### config.mk
export PLATFORM = sky130hd
export DESIGN_NAME = mfpp_parser
export DESIGN_NICKNAME = d
export VERILOG_FILES = /design/src/design/mfpp_crc16.v /design/src/design/mfpp_link_rx.v /design/src/design/mfpp_parser.v
export VERILOG_INCLUDE_DIRS = /design/src /design/src/design
export SDC_FILE = /design/constraint.sdc
export NUM_CORES = 1
export LEC_CHECK = 0
export BUFFER_PORTS_ARGS = -buffer_cell sky130_fd_sc_hd__buf_2
export CORE_ASPECT_RATIO = 0.7
export CORE_MARGIN = 2
export CORE_UTILIZATION = 54
export DETAILED_ROUTE_END_ITERATION = 7
export GPL_ROUTABILITY_DRIVEN = 1
export GPL_TIMING_DRIVEN = 0
export MAX_ROUTING_LAYER = met4
export PLACE_DENSITY_LB_ADDON = 0.15
export SLEW_MARGIN = 20
export SYNTH_ARGS = -nofsm -noshare
export SYNTH_HDL_FRONTEND = slang
export SYNTH_HIERARCHICAL = 1
export SYNTH_SLANG_ARGS = --single-unit
### constraint.sdc
create_clock -name clk -period 2.65 [get_ports clk]
set_input_delay 0.53 -clock clk [delete_from_list [all_inputs] [get_ports clk]]
set_output_delay 0.53 -clock clk [all_outputs]
set_load 0.1 [all_outputs]
### src/design/mfpp_defines.vh
// Constants of the forward packet parser: packet layout, codes and timing.
`ifndef MFPP_DEFINES_VH
`define MFPP_DEFINES_VH

// ==========================================
// Packet types and fixed words
`define MFPP_TYPE_HDR 16'h03bf
`define MFPP_TYPE_REG 16'h0092
`define MFPP_TYPE_VID 16'h0010
`define MFPP_TYPE_FILL 16'h0000
`define MFPP_UNIQUE_WORD 16'h005a
`define MFPP_RW_WRITE 16'h0000
`define MFPP_RW_READ 16'hc000
`define MFPP_FMT_18B 16'h5666
`define MFPP_FMT_16B 16'h5565
`define MFPP_PIX_ATTR 16'h0023
`define MFPP_PIX_MAX 16'hffe5

// ==========================================
// Packet lengths (bytes after the length field)
`define MFPP_LEN_HDR 16'h0014
`define MFPP_LEN_REG 16'h0012
`define MFPP_LEN_VID_MIN 16'h001a
`define MFPP_LEN_FILL_MIN 16'h0004
// Header bits as they arrive: length, type, unique word, low byte first
`define MFPP_HDR_PATTERN 48'h005a_03bf_0014

// ==========================================
// Field byte indices, counted from the first length byte
`define MFPP_IX_CLIENT 6'h05
`define MFPP_IX_RSV 6'h07
`define MFPP_IX_FMT 6'h07
`define MFPP_IX_RW 6'h07
`define MFPP_IX_ATTR 6'h09
`define MFPP_IX_ADDR_LO 6'h09
`define MFPP_IX_ADDR_HI 6'h0b
`define MFPP_IX_SFLEN_LO 6'h09
`define MFPP_IX_SFLEN_HI 6'h0b
`define MFPP_IX_VER 6'h0d
`define MFPP_IX_SFCNT 6'h0f
`define MFPP_IX_MFCNT_LO 6'h11
`define MFPP_IX_MFCNT_HI 6'h13
`define MFPP_IX_REG_PCRC 6'h0d
`define MFPP_IX_DATA_LO 6'h0f
`define MFPP_IX_DATA_HI 6'h11
`define MFPP_IX_PIXCNT 6'h17
`define MFPP_IX_VID_PCRC 6'h19
`define MFPP_IX_PIX_FIRST 6'h1a

// ==========================================
// CRC and timing
`define MFPP_CRC_INIT 16'hffff
`define MFPP_CRC_POLY 16'h1021
`define MFPP_IDLE_STB_CYC 8'h28
`define MFPP_IDLE_BITS (`MFPP_IDLE_STB_CYC * 8'h02)

`endif

### src/design/mfpp_crc16.v
// Running 16-bit packet CRC, fed one byte at a time, low bit first.
`timescale 1ns/10ps
`default_nettype none
`include "mfpp_defines.vh"

module mfpp_crc16 (
	input wire clk,
	input wire nrst,
	input wire seed,
	input wire clr,
	input wire feed,
	input wire [7:0] data,
	output wire [15:0] crc
);

	function [15:0] mfpp_crc_byte;
		input [15:0] c;
		input [7:0] d;
		integer i;
		reg [15:0] r;
		reg fb;
		begin
			r = c;
			for (i = 0; i < 8; i = i + 1) begin
				fb = r[15] ^ d[i];
				r = {r[14:0], 1'b0} ^ (fb ? `MFPP_CRC_POLY : 16'h0000);
			end
			mfpp_crc_byte = r;
		end
	endfunction

	reg [15:0] crc_q;
	wire [15:0] base = clr ? `MFPP_CRC_INIT : crc_q;
	// The header's first six bytes are eaten by the aligner, so start from their CRC
	wire [15:0] seed_val = mfpp_crc_byte(mfpp_crc_byte(mfpp_crc_byte(mfpp_crc_byte(
		mfpp_crc_byte(mfpp_crc_byte(`MFPP_CRC_INIT, 8'h14), 8'h00), 8'hbf), 8'h03),
		8'h5a), 8'h00);

	always @(posedge clk) begin
		if (!nrst)
			crc_q <= `MFPP_CRC_INIT;
		else if (seed)
			crc_q <= seed_val;
		else if (feed)
			crc_q <= mfpp_crc_byte(base, data);
		else if (clr)
			crc_q <= `MFPP_CRC_INIT;
	end

	assign crc = crc_q;

endmodule // mfpp_crc16
`default_nettype wire

### src/design/mfpp_link_rx.v
// Data-strobe link receiver: pin sync, bit recovery, idle wait, header hunt, bytes.
`timescale 1ns/10ps
`default_nettype none
`include "mfpp_defines.vh"

module mfpp_link_rx #(
	parameter [7:0] IDLE_BITS = `MFPP_IDLE_BITS
) (
	input wire clk,
	input wire nrst,
	input wire data_pin,
	input wire stb_pin,
	input wire resync,
	output reg byte_valid,
	output reg [7:0] byte_data,
	output reg sync_hit,
	output reg aligned
);

	reg d_m_q, d_s_q, s_m_q, s_s_q, x_q;
	reg [7:0] idle_q;
	reg armed_q;
	reg [47:0] sr_q;
	reg [2:0] bit_q;
	reg [7:0] sh_q;

	// Every bit flips data xor strobe exactly once
	wire x_now = d_s_q ^ s_s_q;
	wire bit_ev = x_now ^ x_q;
	wire [47:0] sr_in = {d_s_q, sr_q[47:1]};

	always @(posedge clk) begin
		if (!nrst) begin
			d_m_q <= 1'b0;
			d_s_q <= 1'b0;
			s_m_q <= 1'b0;
			s_s_q <= 1'b0;
			x_q <= 1'b0;
			idle_q <= 8'h00;
			armed_q <= 1'b0;
			sr_q <= 48'h0000_0000_0000;
			bit_q <= 3'h0;
			sh_q <= 8'h00;
			byte_valid <= 1'b0;
			byte_data <= 8'h00;
			sync_hit <= 1'b0;
			aligned <= 1'b0;
		end else begin
			d_m_q <= data_pin;
			d_s_q <= d_m_q;
			s_m_q <= stb_pin;
			s_s_q <= s_m_q;
			x_q <= x_now;
			byte_valid <= 1'b0;
			sync_hit <= 1'b0;
			if (resync) begin
				// Mid-stream loss keeps searching; the idle wait is only for restart
				aligned <= 1'b0;
				armed_q <= 1'b1;
			end else if (bit_ev && !aligned) begin
				sr_q <= sr_in;
				if (d_s_q)
					idle_q <= 8'h00;
				else if (idle_q != IDLE_BITS)
					idle_q <= idle_q + 8'h01;
				if (idle_q == IDLE_BITS)
					armed_q <= 1'b1;
				if (armed_q && sr_in == `MFPP_HDR_PATTERN) begin
					aligned <= 1'b1;
					sync_hit <= 1'b1;
					bit_q <= 3'h0;
				end
			end else if (bit_ev) begin
				sh_q <= {d_s_q, sh_q[7:1]};
				bit_q <= bit_q + 3'h1;
				if (bit_q == 3'h7) begin
					byte_valid <= 1'b1;
					byte_data <= {d_s_q, sh_q[7:1]};
				end
			end
		end
	end

endmodule // mfpp_link_rx
`default_nettype wire

### src/design/mfpp_parser.v
// Forward-link packet parser: header, register access, video stream and filler.
`timescale 1ns/10ps
`default_nettype none
`include "mfpp_defines.vh"

module mfpp_parser #(
	parameter [7:0] IDLE_BITS = `MFPP_IDLE_BITS
) (
	input wire clk,
	input wire nrst,
	input wire mddi_data,
	input wire mddi_stb,
	output reg in_sync_q,
	output reg sof_q,
	output reg [31:0] sf_len_q,
	output reg [15:0] sf_count_q,
	output reg [31:0] mf_count_q,
	output reg reg_wr_q,
	output reg reg_rd_q,
	output reg [31:0] reg_addr_q,
	output reg [31:0] reg_data_q,
	output reg pix_valid_q,
	output reg [17:0] pix_data_q,
	output reg pix_18b_q,
	output reg crc_err_q,
	output reg pkt_err_q
);

	// ==========================================
	// States
	localparam [2:0] ST_HUNT = 3'h0;
	localparam [2:0] ST_LEN = 3'h1;
	localparam [2:0] ST_TYPE = 3'h2;
	localparam [2:0] ST_HDR = 3'h3;
	localparam [2:0] ST_REG = 3'h4;
	localparam [2:0] ST_VID = 3'h5;
	localparam [2:0] ST_FILL = 3'h6;
	localparam [2:0] ST_SKIP = 3'h7;

	reg [2:0] state_q;
	reg [5:0] idx_q;
	reg [15:0] rem_q;
	reg [7:0] lo_q;
	reg bad_q;
	reg pok_q;
	reg rd_q;
	reg resync_q;
	reg [15:0] pix_left_q;
	reg [25:0] acc_q;
	reg [4:0] nb_q;
	reg [31:0] addr_t_q;
	reg [31:0] data_t_q;
	reg [31:0] sflen_t_q;
	reg [15:0] sfc_t_q;
	reg [15:0] mfc_lo_q;

	wire byte_valid;
	wire [7:0] byte_data;
	wire sync_hit;
	wire aligned;
	wire [15:0] crc_val;

	// ==========================================
	// Link receiver and CRC
	mfpp_link_rx #(
		.IDLE_BITS(IDLE_BITS)
	) u_rx (
		.clk(clk),
		.nrst(nrst),
		.data_pin(mddi_data),
		.stb_pin(mddi_stb),
		.resync(resync_q),
		.byte_valid(byte_valid),
		.byte_data(byte_data),
		.sync_hit(sync_hit),
		.aligned(aligned)
	);

	// Byte pairs, low byte first
	wire [15:0] word = {byte_data, lo_q};
	wire last = (rem_q == 16'h0001);
	wire tail = (rem_q <= 16'h0002) && (state_q != ST_LEN) && (state_q != ST_TYPE);
	wire crc_ok = (word == crc_val);
	wire pcrc_reg = (state_q == ST_REG) && (idx_q == 6'h0c || idx_q == `MFPP_IX_REG_PCRC);
	wire pcrc_vid = (state_q == ST_VID) && (idx_q == 6'h18 || idx_q == `MFPP_IX_VID_PCRC);
	wire crc_clr = byte_valid && ((state_q == ST_LEN && idx_q == 6'h00) ||
		(state_q == ST_REG && idx_q == `MFPP_IX_REG_PCRC) ||
		(state_q == ST_VID && idx_q == `MFPP_IX_VID_PCRC));
	wire crc_feed = byte_valid && !tail && !pcrc_reg && !pcrc_vid;

	mfpp_crc16 u_crc (
		.clk(clk),
		.nrst(nrst),
		.seed(sync_hit),
		.clr(crc_clr),
		.feed(crc_feed),
		.data(byte_data),
		.crc(crc_val)
	);

	// ==========================================
	// Pixel unpacking: packed pixels run straight across byte edges
	wire [4:0] pw = pix_18b_q ? 5'h12 : 5'h10;
	wire [25:0] acc_in = acc_q | ({18'h0_0000, byte_data} << nb_q);
	wire [4:0] nb_in = nb_q + 5'h08;
	wire pix_byte = (state_q == ST_VID) && (idx_q >= `MFPP_IX_PIX_FIRST) && !tail;

	// ==========================================
	// Packet walk
	always @(posedge clk) begin
		if (!nrst) begin
			state_q <= ST_HUNT;
			idx_q <= 6'h00;
			rem_q <= 16'h0000;
			lo_q <= 8'h00;
			bad_q <= 1'b0;
			pok_q <= 1'b0;
			rd_q <= 1'b0;
			resync_q <= 1'b0;
			pix_left_q <= 16'h0000;
			acc_q <= 26'h000_0000;
			nb_q <= 5'h00;
			addr_t_q <= 32'h0000_0000;
			data_t_q <= 32'h0000_0000;
			sflen_t_q <= 32'h0000_0000;
			sfc_t_q <= 16'h0000;
			mfc_lo_q <= 16'h0000;
			in_sync_q <= 1'b0;
			sof_q <= 1'b0;
			sf_len_q <= 32'h0000_0000;
			sf_count_q <= 16'h0000;
			mf_count_q <= 32'h0000_0000;
			reg_wr_q <= 1'b0;
			reg_rd_q <= 1'b0;
			reg_addr_q <= 32'h0000_0000;
			reg_data_q <= 32'h0000_0000;
			pix_valid_q <= 1'b0;
			pix_data_q <= 18'h0_0000;
			pix_18b_q <= 1'b0;
			crc_err_q <= 1'b0;
			pkt_err_q <= 1'b0;
		end else begin
			in_sync_q <= aligned;
			sof_q <= 1'b0;
			reg_wr_q <= 1'b0;
			reg_rd_q <= 1'b0;
			pix_valid_q <= 1'b0;
			crc_err_q <= 1'b0;
			pkt_err_q <= 1'b0;
			resync_q <= 1'b0;
			if (state_q == ST_HUNT) begin
				if (sync_hit) begin
					state_q <= ST_HDR;
					idx_q <= 6'h06;
					rem_q <= `MFPP_LEN_HDR - 16'h0004;
					bad_q <= 1'b0;
				end
			end else if (byte_valid) begin
				lo_q <= byte_data;
				if (idx_q != 6'h3f)
					idx_q <= idx_q + 6'h01;
				rem_q <= rem_q - 16'h0001;
				if (last) begin
					state_q <= ST_LEN;
					idx_q <= 6'h00;
				end
				case (state_q)
					ST_LEN: begin
						if (idx_q == 6'h01) begin
							rem_q <= word;
							state_q <= ST_TYPE;
						end
					end
					ST_TYPE: begin
						bad_q <= 1'b0;
						pok_q <= 1'b0;
						if (idx_q == 6'h03 && !last) begin
							state_q <= ST_SKIP;
							if (word == `MFPP_TYPE_HDR) begin
								state_q <= ST_HDR;
								if (rem_q != `MFPP_LEN_HDR - 16'h0001) begin
									pkt_err_q <= 1'b1;
									resync_q <= 1'b1;
									state_q <= ST_HUNT;
								end
							end else if (word == `MFPP_TYPE_REG) begin
								state_q <= ST_REG;
								if (rem_q != `MFPP_LEN_REG - 16'h0001) begin
									pkt_err_q <= 1'b1;
									state_q <= ST_SKIP;
								end
							end else if (word == `MFPP_TYPE_VID) begin
								state_q <= ST_VID;
								if (rem_q < `MFPP_LEN_VID_MIN - 16'h0001) begin
									pkt_err_q <= 1'b1;
									state_q <= ST_SKIP;
								end
							end else if (word == `MFPP_TYPE_FILL) begin
								state_q <= ST_FILL;
								if (rem_q < `MFPP_LEN_FILL_MIN - 16'h0001) begin
									pkt_err_q <= 1'b1;
									state_q <= ST_SKIP;
								end
							end
						end
					end
					ST_HDR: begin
						if (idx_q == `MFPP_IX_CLIENT && word != `MFPP_UNIQUE_WORD)
							bad_q <= 1'b1;
						if ((idx_q == `MFPP_IX_RSV || idx_q == `MFPP_IX_VER) && word != 16'h0000)
							bad_q <= 1'b1;
						if (idx_q == `MFPP_IX_SFLEN_LO)
							sflen_t_q[15:0] <= word;
						if (idx_q == `MFPP_IX_SFLEN_HI)
							sflen_t_q[31:16] <= word;
						if (idx_q == `MFPP_IX_SFCNT)
							sfc_t_q <= word;
						if (idx_q == `MFPP_IX_MFCNT_LO)
							mfc_lo_q <= word;
						if (idx_q == `MFPP_IX_MFCNT_HI)
							mf_count_q[31:16] <= word;
						if (last) begin
							if (crc_ok && !bad_q) begin
								sof_q <= 1'b1;
								sf_len_q <= sflen_t_q;
								sf_count_q <= sfc_t_q;
								mf_count_q[15:0] <= mfc_lo_q;
							end else begin
								crc_err_q <= !crc_ok;
								pkt_err_q <= bad_q;
								resync_q <= 1'b1;
								state_q <= ST_HUNT;
							end
						end
					end
					ST_REG: begin
						if (idx_q == `MFPP_IX_CLIENT && word != 16'h0000)
							bad_q <= 1'b1;
						if (idx_q == `MFPP_IX_RW) begin
							rd_q <= (word == `MFPP_RW_READ);
							if (word != `MFPP_RW_READ && word != `MFPP_RW_WRITE)
								bad_q <= 1'b1;
						end
						if (idx_q == `MFPP_IX_ADDR_LO)
							addr_t_q[15:0] <= word;
						if (idx_q == `MFPP_IX_ADDR_HI)
							addr_t_q[31:16] <= word;
						if (idx_q == `MFPP_IX_REG_PCRC && !crc_ok) begin
							crc_err_q <= 1'b1;
							bad_q <= 1'b1;
						end
						if (idx_q == `MFPP_IX_DATA_LO)
							data_t_q[15:0] <= word;
						if (idx_q == `MFPP_IX_DATA_HI)
							data_t_q[31:16] <= word;
						if (last) begin
							if (crc_ok && !bad_q) begin
								reg_wr_q <= !rd_q;
								reg_rd_q <= rd_q;
								reg_addr_q <= addr_t_q;
								reg_data_q <= data_t_q;
							end else if (!crc_ok) begin
								crc_err_q <= 1'b1;
							end else begin
								pkt_err_q <= 1'b1;
							end
						end
					end
					ST_VID: begin
						if (idx_q == `MFPP_IX_CLIENT && word != 16'h0000)
							bad_q <= 1'b1;
						if (idx_q == `MFPP_IX_FMT) begin
							pix_18b_q <= (word == `MFPP_FMT_18B);
							if (word != `MFPP_FMT_18B && word != `MFPP_FMT_16B)
								bad_q <= 1'b1;
						end
						if (idx_q == `MFPP_IX_ATTR && word != `MFPP_PIX_ATTR)
							bad_q <= 1'b1;
						if (idx_q == `MFPP_IX_PIXCNT) begin
							pix_left_q <= word;
							if (word > `MFPP_PIX_MAX)
								bad_q <= 1'b1;
						end
						if (idx_q == `MFPP_IX_VID_PCRC) begin
							pok_q <= crc_ok && !bad_q;
							crc_err_q <= !crc_ok;
							pkt_err_q <= crc_ok && bad_q;
							acc_q <= 26'h000_0000;
							nb_q <= 5'h00;
						end
						if (pix_byte && pok_q && pix_left_q != 16'h0000) begin
							if (nb_in >= pw) begin
								pix_valid_q <= 1'b1;
								pix_data_q <= pix_18b_q ? acc_in[17:0] : {2'b00, acc_in[15:0]};
								acc_q <= acc_in >> pw;
								nb_q <= nb_in - pw;
								pix_left_q <= pix_left_q - 16'h0001;
							end else begin
								acc_q <= acc_in;
								nb_q <= nb_in;
							end
						end
						if (last && pok_q && !crc_ok)
							crc_err_q <= 1'b1;
					end
					ST_FILL: begin
						if (!tail && byte_data != 8'h00)
							bad_q <= 1'b1;
						if (last) begin
							crc_err_q <= !crc_ok;
							pkt_err_q <= crc_ok && bad_q;
						end
					end
					default: begin
					end
				endcase
			end
		end
	end

endmodule // mfpp_parser
`default_nettype wire

Yosys cells after proc, flatten, opt, wreduce, memory -nomap -nowiden
Index checks and enable logic that the tools add are counted.
- ROM bits: 0
- bits in writable memories: 0
- bits in latches: 0
- memories: 0
- input bits: 4
- register bits: 482
- add/subtract/negate cells: 7
- multiplexer cells: 111
- divide/modulo/power cells: 0
- bitwise logic cells: 31
- $lt $le $gt $ge: 6
- reductions and logical operators: 94
- shift operators: 2
- multipliers: 0
- eq/ne operators: 46
- operator list (operator ; count):
    16-bit 2-to-1 mux ; 11
    16-bit bitwise XOR ; 8
    13-bit 2-to-1 mux ; 8
    26-bit 2-to-1 mux ; 3
    4-bit AND reduction ; 14
    1-bit 2-to-1 mux ; 54
    48-bit by 39-bit == test with 1-bit output (second input constant) ; 1
    3-bit 2-to-1 mux ; 14
    16-bit by 15-bit != test with 1-bit output (second input constant) ; 2
    16-bit by 5-bit != test with 1-bit output (second input constant) ; 2
    16-bit nonzero test ; 2
    16-bit by 1-bit subtractor with 16-bit output (second input constant) ; 2
    6-bit by 4-bit == test with 1-bit output (second input constant) ; 5
    6-bit by 5-bit == test with 1-bit output (second input constant) ; 5
    1-bit logical AND ; 30
    6-bit 2-to-1 mux ; 5
    26-bit OR ; 1
    8-bit by 5-bit << shifter with 26-bit output ; 1
    26-bit by 5-bit >> shifter with 26-bit output ; 1
    5-bit AND reduction ; 4
    18-bit 2-to-1 mux ; 1
    16-bit by 1-bit == test with 1-bit output (second input constant) ; 1
    16-bit by 10-bit == test with 1-bit output (second input constant) ; 1
    16-bit by 15-bit == test with 1-bit output (second input constant) ; 1
    other kinds (58) ; 120

Longest topological paths before layout
Gate-level depths: netlist of the first run.
- depth in word-level cells: 32
- gate-level depth with buffers: 14
- mapped depth without buffers: 10

Cells and area by module
Netlist of the first run, hierarchy kept.
- modules (own cells, without submodules) (module ; cells an instance ; times used ; area an instance (um^2) ; sequential area each (um^2)):
    mfpp_parser ; 2135 ; 1 ; 16711.0 ; 7627.3
    mfpp_link_rx ; 387 ; 1 ; 3355.7 ; 1641.6
    mfpp_crc16 ; 142 ; 1 ; 1157.4 ; 320.3

Worst setup path after synthesis of the first run
No wires, ideal clock.
- path type: reg2reg
- start: reg pix_18b_q
- end: reg pix_left_q[4]
- period minus slack after synthesis: 2.900 ns
- setup slack: -0.250 ns
- cell stages (with the launch flop): 10
- path buffers: 2
- arrival time: 2.778 ns
- data required time: 2.528 ns
- setup time: 0.122 ns
- path through: dfxtp_1 ha_1 ha_1 nor2b_1 a311o_1 buf_2 o21ai_1 nor3_2 buf_2 o311a_1
- cells in the longest elaborated chain, start to end: 4
- RTL lines (element ; RTL line ; text):
    start: declaration ; mfpp_parser.v:24 ; output reg pix_18b_q,
    start signal: assignment ; mfpp_parser.v:273 ; pix_18b_q <= (word == `MFPP_FMT_18B);
    2-bit 2-to-1 mux ; mfpp_parser.v:103 ; wire [4:0] pw = pix_18b_q ? 5'h12 : 5'h10;
    5-bit >= comparator ; mfpp_parser.v:292 ; if (nb_in >= pw) begin
    16-bit 2-to-1 mux ; mfpp_parser.v:292 ;
    16-bit 2-to-1 mux ; mfpp_parser.v:291 ; if (pix_byte && pok_q && pix_left_q != 16'h0000) begin
    end signal: assignment ; mfpp_parser.v:280 ; pix_left_q <= word;
    end signal: assignment ; mfpp_parser.v:297 ; pix_left_q <= pix_left_q - 16'h0001;
    end: declaration ; mfpp_parser.v:48 ; reg [15:0] pix_left_q;
Every way passes these cells.
A chain may end at the register's enable or synchronous reset.

Worst setup path in the final report of the first run
- start: reg state_q[0]
- end: reg u_crc.crc_q[6], in the netlist u_crc/crc[6]
- cells in the longest elaborated chain, start to end: 20
- RTL lines (element ; RTL line ; text):
    start: declaration ; mfpp_parser.v:40 ; reg [2:0] state_q;
    start signal: assignment ; mfpp_parser.v:112 ; state_q <= ST_HUNT;
    start signal: assignment ; mfpp_parser.v:153 ; state_q <= ST_HDR;
    start signal: assignment ; mfpp_parser.v:164 ; state_q <= ST_LEN;
    3-bit by 1-bit == test with 1-bit output or 3-bit == test (tied branches) ; mfpp_parser.v:86, mfpp_parser.v:87 ;
    1-bit logical AND, on equally long branches ; - ;
    1-bit logical OR ; mfpp_parser.v:86 ; wire crc_clr = byte_valid && ((state_q == ST_LEN && idx_q == 6'h00) ||
    1-bit logical OR * ; mfpp_parser.v:86 ;
    1-bit logical AND * ; mfpp_parser.v:86 ;
    net crc_clr ; mfpp_parser.v:86 ;
    16-bit 2-to-1 mux * ; - ;
    16-bit bitwise XOR (2 in series) ; mfpp_crc16.v:26 ; r = {r[14:0], 1'b0} ^ (fb ? `MFPP_CRC_POLY : 16'h0000);
    1-bit bitwise XOR ; mfpp_crc16.v:25 ; fb = r[15] ^ d[i];
    13-bit 2-to-1 mux ; mfpp_crc16.v:26 ;
    16-bit bitwise XOR (4 in series) ; mfpp_crc16.v:26 ;
    1-bit bitwise XOR ; mfpp_crc16.v:25 ;
    13-bit 2-to-1 mux ; mfpp_crc16.v:26 ;
    16-bit bitwise XOR (2 in series) ; mfpp_crc16.v:26 ;
    16-bit 2-to-1 mux * ; mfpp_crc16.v:44 ; else if (feed)
    16-bit 2-to-1 mux * ; mfpp_crc16.v:42 ; else if (seed)
    end signal: assignment ; mfpp_crc16.v:41 ; crc_q <= `MFPP_CRC_INIT;
    end signal: assignment ; mfpp_crc16.v:43 ; crc_q <= seed_val;
    end signal: assignment ; mfpp_crc16.v:45 ; crc_q <= mfpp_crc_byte(base, data);
    end: declaration ; mfpp_crc16.v:32 ; reg [15:0] crc_q;
The timed path passes the listed nets; every way through them passes the cells marked *.

==> key figures, run 1 <==
Status
  • Outcome: completed

Worst setup path
  • Critical path class: reg -> reg
  • Crit-path max FO: 10
  • WP data required: 3140 ps
  • Worst reg-to-reg setup slack: 50 ps
  • Critical-path cell list: clkbuf_2, and3b_1, nand4_1, a31oi_4, buf_8, inv_1, and2_1, xnor3_1, o211ai_1
  • Worst r2r src: state_q[0]
  • Reg-to-reg endpoint: u_crc/crc[6]
  • Startpoint Class: flip-flop
  • Largest stage delay on the critical path: 380 ps
  • Slowest CP cell: xnor3_1
  • CP Capture Type: flip-flop
  • Worst R2R Path Depth: 9
  • WP data arrival: 3090 ps

Global routing
  • Overall routing resource usage: 34.3%
  • Overflow after GRT: 0
  • Largest net degree at the start of global routing: 16
  • First-pass GRT wire length: 107,000 µm
  • Initial antenna violation count: 0
  • Vias in the first global route: 19,100

Timing
  • Fin Setup TNS: 0 ps
  • Worst Skew: 16.1 ps
  • Period utilisation layout: 98.0%
  • Setup violators final: 0
  • Number of hold violations in the final report: 0
  • Tightest Pin Transition: 1150 ps
  • Max Fclk: 385 MHz
  • Rel. slew slack: 23.1%
  • Max Slew Vio Count: 0
  • Tmin final: 2600 ps

CTS
  • Num CTS Buffers: 45
  • CTS tree: yes
  • CTS clk-pin slew, worst paths: 60 ps
  • H-tree Lvls: 2
  • Worst-skew pair later-pin latency: 570 ps
  • CTS max path bufs: 3
  • Clk root buf: clkbuf_16
  • CTS sink count: 479

Floorplanning
  • Starting Density: 55.0%
  • Rows: 60
  • DIE WIDTH: 241 µm
  • Core area: 38,600 µm²
  • Ports: 174
  • Die footprint: 40,900 µm²
  • Vert. Die Dim: 170 µm

Min path
  • Hold WC Path Type: in -> reg
  • Min-delay src: mddi_data
  • Worst Hold Endpoint: u_rx/d_m_q
  • Hold path depth: 2

Pwr
  • Sequential share of power: 50.1%
  • Sw power: 3190 µW
  • Int Power: 11,200 µW
  • Clock power share: 47.0%
  • Leak: 0.00917 µW
  • Worst VDD drop: 527 µV
  • Cell Pwr Density: 571 nW/µm²
  • Net Sw Frac: 22.2%
  • Gate power share: 3.0%

Cells and area
  • Antenna Cells: 0
  • Fill count: 3,379
  • Layout cells sized above 1: 20.3%
  • Most frequent cells in the layout: nand2_1 (681), dfxtp_1 (463), a21oi_1 (363), buf_2 (194), nor2_1 (151)
  • Layout area overhead: 18.7%
  • Fin util: 65.3%
  • Final instance area: 25,200 µm²
  • # nets final: 2,928
  • Commonest non-fill, non-tap cell in the layout: nand2_1

Logic synthesis
  • Net Count, Synth: 2,685
  • Sequential area share after synthesis: 45.2%
  • Ys async rst share: 0%
  • Synthesized area: 21,200 µm²
  • Cell variety after synth: 96
  • Top_reg_cell synth: dfxtp_1
  • Avg Inst Size Synth: 7.97 µm²
  • Number of synthesized flops with an enable pin: 0
  • Synth Instances: 2,664
  • Synth Warn #: 6
  • Flops & latches, synth: 479

Route
  • Routed via count: 20,700
  • Routed len/inst: 20.2 µm
  • DR pass1 iterations: 6
  • Via density: 5.96
  • Initial drt markers: 2,359
  • Routed wire length: 69,900 µm
  • # DRC: 0
  • Final ANT Viol Nets: 0

Place
  • Port Buffers: 173
  • GPL Wtd Cong: 1.00
  • HPWL Detailed: 49,600 µm
  • Placed Area: 22,800 µm²

Job
  • Max-cap viol count: 0
[critical path: cells and delay by family, from the launching register on]
kind                   cells  cell delay (ps)
buffers and inverters      3              600
AND/OR/NAND/NOR            3              700
XOR/XNOR                   1              380
AO/OA/AOI/OAI              2              480
flip-flops                 1              340
[worst max path at each step]
stage	to	depth (start not counted)	slack [ps]	startpoint
after global placement	sf_len_q[17]	8	-1020	u_rx/byte_data[2]
after detailed placement	sf_len_q[15]	8	-1020	u_rx/byte_data[2]
after CTS	u_crc/crc[4]	11	-10	idx_q[0]
after floorplan	pix_left_q[0]	13	2	nb_q[1]
after global routing	reg_data_q[13]	10	-30	u_rx/byte_data[4]
final	u_crc/crc[6]	9	50	state_q[0]
[routing by layer]
metal  part of all wire (%)  global-route usage [%]  vias up
met5                      0                       -        -
met4                    2.1                    8.35        0
met3                    9.9                    6.59      133
met2                     43                    49.7     1004
met1                     45                    49.0     9902
li1                       -                       -     9626
[logic make-up (layout without fill, tap and decap cells)]
kind of cell,count (synthesis),after routing,share of synthesized area (%)
flip-flops,479,479,45.2
AND/OR/NAND/NOR,1192,1192,26.0
adder cells (fa/ha/maj),17,17,1.00
buffers and inverters,232,509,4.84
XOR/XNOR,52,52,2.35
AO/OA/AOI/OAI,661,661,19.1
multiplexers,31,31,1.53
[sequential cells by signal (all words and copies together), names as in the netlist, 3 cells and up]
| register | cells |
|---|---|
| sfc_t_q | 16 |
| idx_q | 6 |
| u_rx/bit_q | 3 |
| nb_q | 4 |
| acc_q | 26 |
| sf_count_q | 16 |
| u_rx/byte_data | 8 |
| lo_q | 8 |
| state_q | 3 |
| data_t_q | 32 |
| mfc_lo_q | 16 |
| mf_count_q | 32 |
| addr_t_q | 32 |
| u_rx/idle_q | 8 |
| sflen_t_q | 32 |
| reg_addr_q | 32 |
| u_rx/sr_q | 47 |
| pix_left_q | 16 |
| rem_q | 16 |
| reg_data_q | 32 |
| sf_len_q | 32 |
| u_rx/sh_q | 7 |
| u_crc/crc | 16 |
| pix_data_q | 18 |
[cell type report]
class	count	area [µm²]	share of cell area [%]
inverter	26	101	0.402
clock inverter	13	173	0.685
multi-input combinational	1953	11000	43.7
sequential	479	9620	38.2
clock buffer	68	1350	5.37
tap	527	659	2.62
timing repair buffer	207	1150	4.57
buffer	195	1110	4.43
[stage by stage]
stage | setup WS, ps | std cells | hold slack (ps) | power (µW)
finish | 52.4 | 3468 | 173 | 14400
global route | -25.5 | 3468 | 174 | 14700
CTS | -13.5 | 3465 | 165 | 14400
detailed placement | -1020 | 3364 | 427 | 7770
global placement | -1020 | 3364 | 414 | 7760
floorplan | 2.18 | 2664 | 397 | 7630
[cells in the mapped netlist, types with 21 or more instances]
cell type / instances / area [µm²]
inv_1: 25 / 93.8
a211oi_1: 37 / 278
a21oi_2: 60 / 526
nor3_1: 52 / 260
nand2_1: 681 / 2560
nand4_1: 24 / 150
nor2_1: 157 / 589
buf_2: 34 / 170
nor4_1: 21 / 131
dfxtp_1: 479 / 9590
xor2_1: 31 / 272
and2_1: 21 / 131
a31oi_1: 21 / 131
a21oi_1: 365 / 1830
nand2_2: 60 / 375
clkbuf_1: 154 / 578
o21ai_0: 51 / 255
nand3_1: 36 / 180
[timing repair]
action,in CTS,in global routing
hold buffers,0,0
gates resized for setup,114,119
pin swaps,10,10
setup endpoints to repair,315,310
buffers inserted,27,7
[power by group through the flow]
stage	Clock [µW]	Combinational, µW	Sequential [µW]
after floorplan	0	257	7370
after global placement	0	387	7380
after detailed placement	0	392	7380
after CTS	6820	403	7210
after global routing	7090	446	7210
final	6760	425	7210
Power figures use the tool's default switching activity.
==> run 2, diff against run 1 <==
--- a/config.mk
+++ b/config.mk
@@ -15,6 +15,8 @@
 export GPL_TIMING_DRIVEN = 0
 export MAX_ROUTING_LAYER = met4
 export PLACE_DENSITY_LB_ADDON = 0.15
+export REMOVE_ABC_BUFFERS = 1
+export SETUP_SLACK_MARGIN = 0.3
 export SLEW_MARGIN = 20
 export SYNTH_ARGS = -nofsm -noshare
 export SYNTH_HDL_FRONTEND = slang
==> run 2 against run 1 <==
  * Core utilization up 5.3 points
  * Design area up 8.1%
  * Cell count down 0.66%
  * Flip-flop and latch count unchanged
  * Critical path type unchanged
  * Critical endpoint is now sf_len_q[30]
==> key figures, run 2 (synthesis gave the netlist of run 1 again) <==
Floorplanning
  • DIE WIDTH: 241 µm
  • Vert. Die Dim: 170 µm
  • Die footprint: 40,900 µm²
  • Ports: 174
  • Core area: 38,600 µm²
  • Starting Density: 55.0%
  • Rows: 60

Cells and area
  • Area occupied by multi-input gates: 12,000 µm²
  • Antenna Cells: 0
  • Final instance area: 27,200 µm²
  • # nets final: 2,901
  • Commonest non-fill, non-tap cell in the layout: nand2_1
  • Max FFs per register: 47
  • Layout cells sized above 1: 29.4%
  • Layout area overhead: 28.4%
  • Most frequent cells in the layout: nand2_1 (615), dfxtp_1 (440), a21oi_1 (317), buf_2 (172), nor2_1 (146)
  • Fin cells: 3,445
  • Register Area: 9720 µm²
  • Fill count: 3,005
  • Top reg by flops: u_rx/sr_q

Pwr
  • Clock power share: 47.9%
  • Sequential share of power: 49.7%
  • Leak: 0.0108 µW
  • Sw power: 3230 µW
  • Int Power: 11,200 µW
  • Cell Pwr Density: 531 nW/µm²
  • Gate power share: 2.3%
  • Worst VDD drop: 455 µV
  • Net Sw Frac: 22.4%

Worst setup path
  • CP Capture Type: flip-flop
  • Crit-path max FO: 7
  • Startpoint Class: flip-flop
  • WP data arrival: 3060 ps
  • Critical path class: reg -> reg
  • WP data required: 3160 ps

Timing
  • Worst hold slack: 172 ps
  • PnR worst setup slack: 108 ps
  • Unrepaired setup endpoints after global routing: true
  • Worst Skew: 39.0 ps
  • Max Fclk: 393 MHz
  • Setup violators final: 0
  • Period utilisation layout: 95.9%
  • Fin Setup TNS: 0 ps
  • Tmin final: 2540 ps
  • Max Slew Vio Count: 0
  • Tightest Pin Transition: 921 ps
  • Number of hold violations in the final report: 0
  • Rel. slew slack: 38.5%

CTS
  • CTS max path bufs: 3
  • CTS sink count: 479
  • CTS clk-pin slew, worst paths: 60 ps
  • H-tree Lvls: 2
  • Clk root buf: clkbuf_16
  • Worst-skew pair later-pin latency: 590 ps
  • CTS tree: yes
  • Hold-fix buffers, CTS: 0
  • Num CTS Buffers: 46

Job
  • Max-cap viol count: 0

Min path
  • Hold WC Path Type: in -> reg

Global routing
  • Vias in the first global route: 18,300
  • Largest net degree at the start of global routing: 123
  • Initial antenna violation count: 0
  • Overall routing resource usage: 31.5%
  • Overflow after GRT: 0
  • First-pass GRT wire length: 100,000 µm

Route
  • Final ANT Viol Nets: 0
  • Routed len/inst: 19.8 µm
  • Via density: 6.05
  • Routed wire length: 68,400 µm
  • DR pass1 iterations: 6
  • Routed via count: 20,800
  • Initial drt markers: 2,528
  • # DRC: 0

Place
  • HPWL Detailed: 36,500 µm
  • Placed insts: 3,188
  • Port Buffers: 173
  • GPL Wtd Cong: 0.919
  • Placed Area: 22,300 µm²
  • Post-Place Worst Slack: -1480 ps

Status
  • Outcome: completed
run 2: changes by cell type in the layout (fill, tap and decap cells not counted), sizes merged:
cell      delta
clkbuf     -123
buf         +87
or4          +7
clkinvlp     +4
clkinv       +3
inv          -2
bufbuf       +1
run 2: power groups by stage:
stage	combinational, µW	sequential [µW]	clock, µW
floorplan	191	7380	0
global placement	279	7390	0
detailed placement	294	7390	0
CTS	312	7200	6970
global route	360	7190	7290
finish	337	7200	6930
run 2: path summary, 6_finish.rpt:
path	startpoint	endpoint	slack, ps	cells past startpoint
hold / removal	mddi_data	u_rx/d_m_q	170	2
setup / recovery	rem_q[11]	sf_len_q[30]	110	10
hold reg to reg	u_rx/d_m_q	u_rx/d_s_q	430	1
setup reg to reg	rem_q[11]	sf_len_q[30]	110	10
run 2: through the flow:
stage                     power, µW  utilization (%)
after floorplan                7580                -
after global placement         7670             56.5
after detailed placement       7690             57.9
after CTS                     14500             66.2
after global routing          14800             70.6
final                         14500             70.6
run 2: cell type report:
type,count,area share [%]
Clock buffer,68,5.01
Sequential cell,479,35.7
Inverter,26,0.436
Multi-Input combinational cell,1960,44.2
Clock inverter,18,0.836
Tap cell,527,2.42
Timing Repair Buffer,367,11.4
run 2: what timing repair did:
item | 4_1_cts | 5_1_grt
gates cloned | 11 | 7
pin swaps | 76 | 143
setup buffers | 75 | 78
gates resized for setup | 213 | 223
setup endpoints to repair | 395 | 345
run 2: worst max-delay path, cell delays in order, from the launching register on:
cell,delay (ps)
dfxtp_4,340
or4_4,550
nor4_4,350
nand3_4,180
nor4_4,360
buf_6,170
buf_12,100
buf_8,110
buf_12,140
nand2_2,70
a21oi_2,120
run 2: routing by layer:
layer	GRT usage, %	vias to the layer above	routed length [µm]
li1	-	9611	-
met4	10.7	0	2610
met3	5.76	233	6710
met5	-	-	0
met2	46.1	1082	29900
met1	43.7	9915	29200
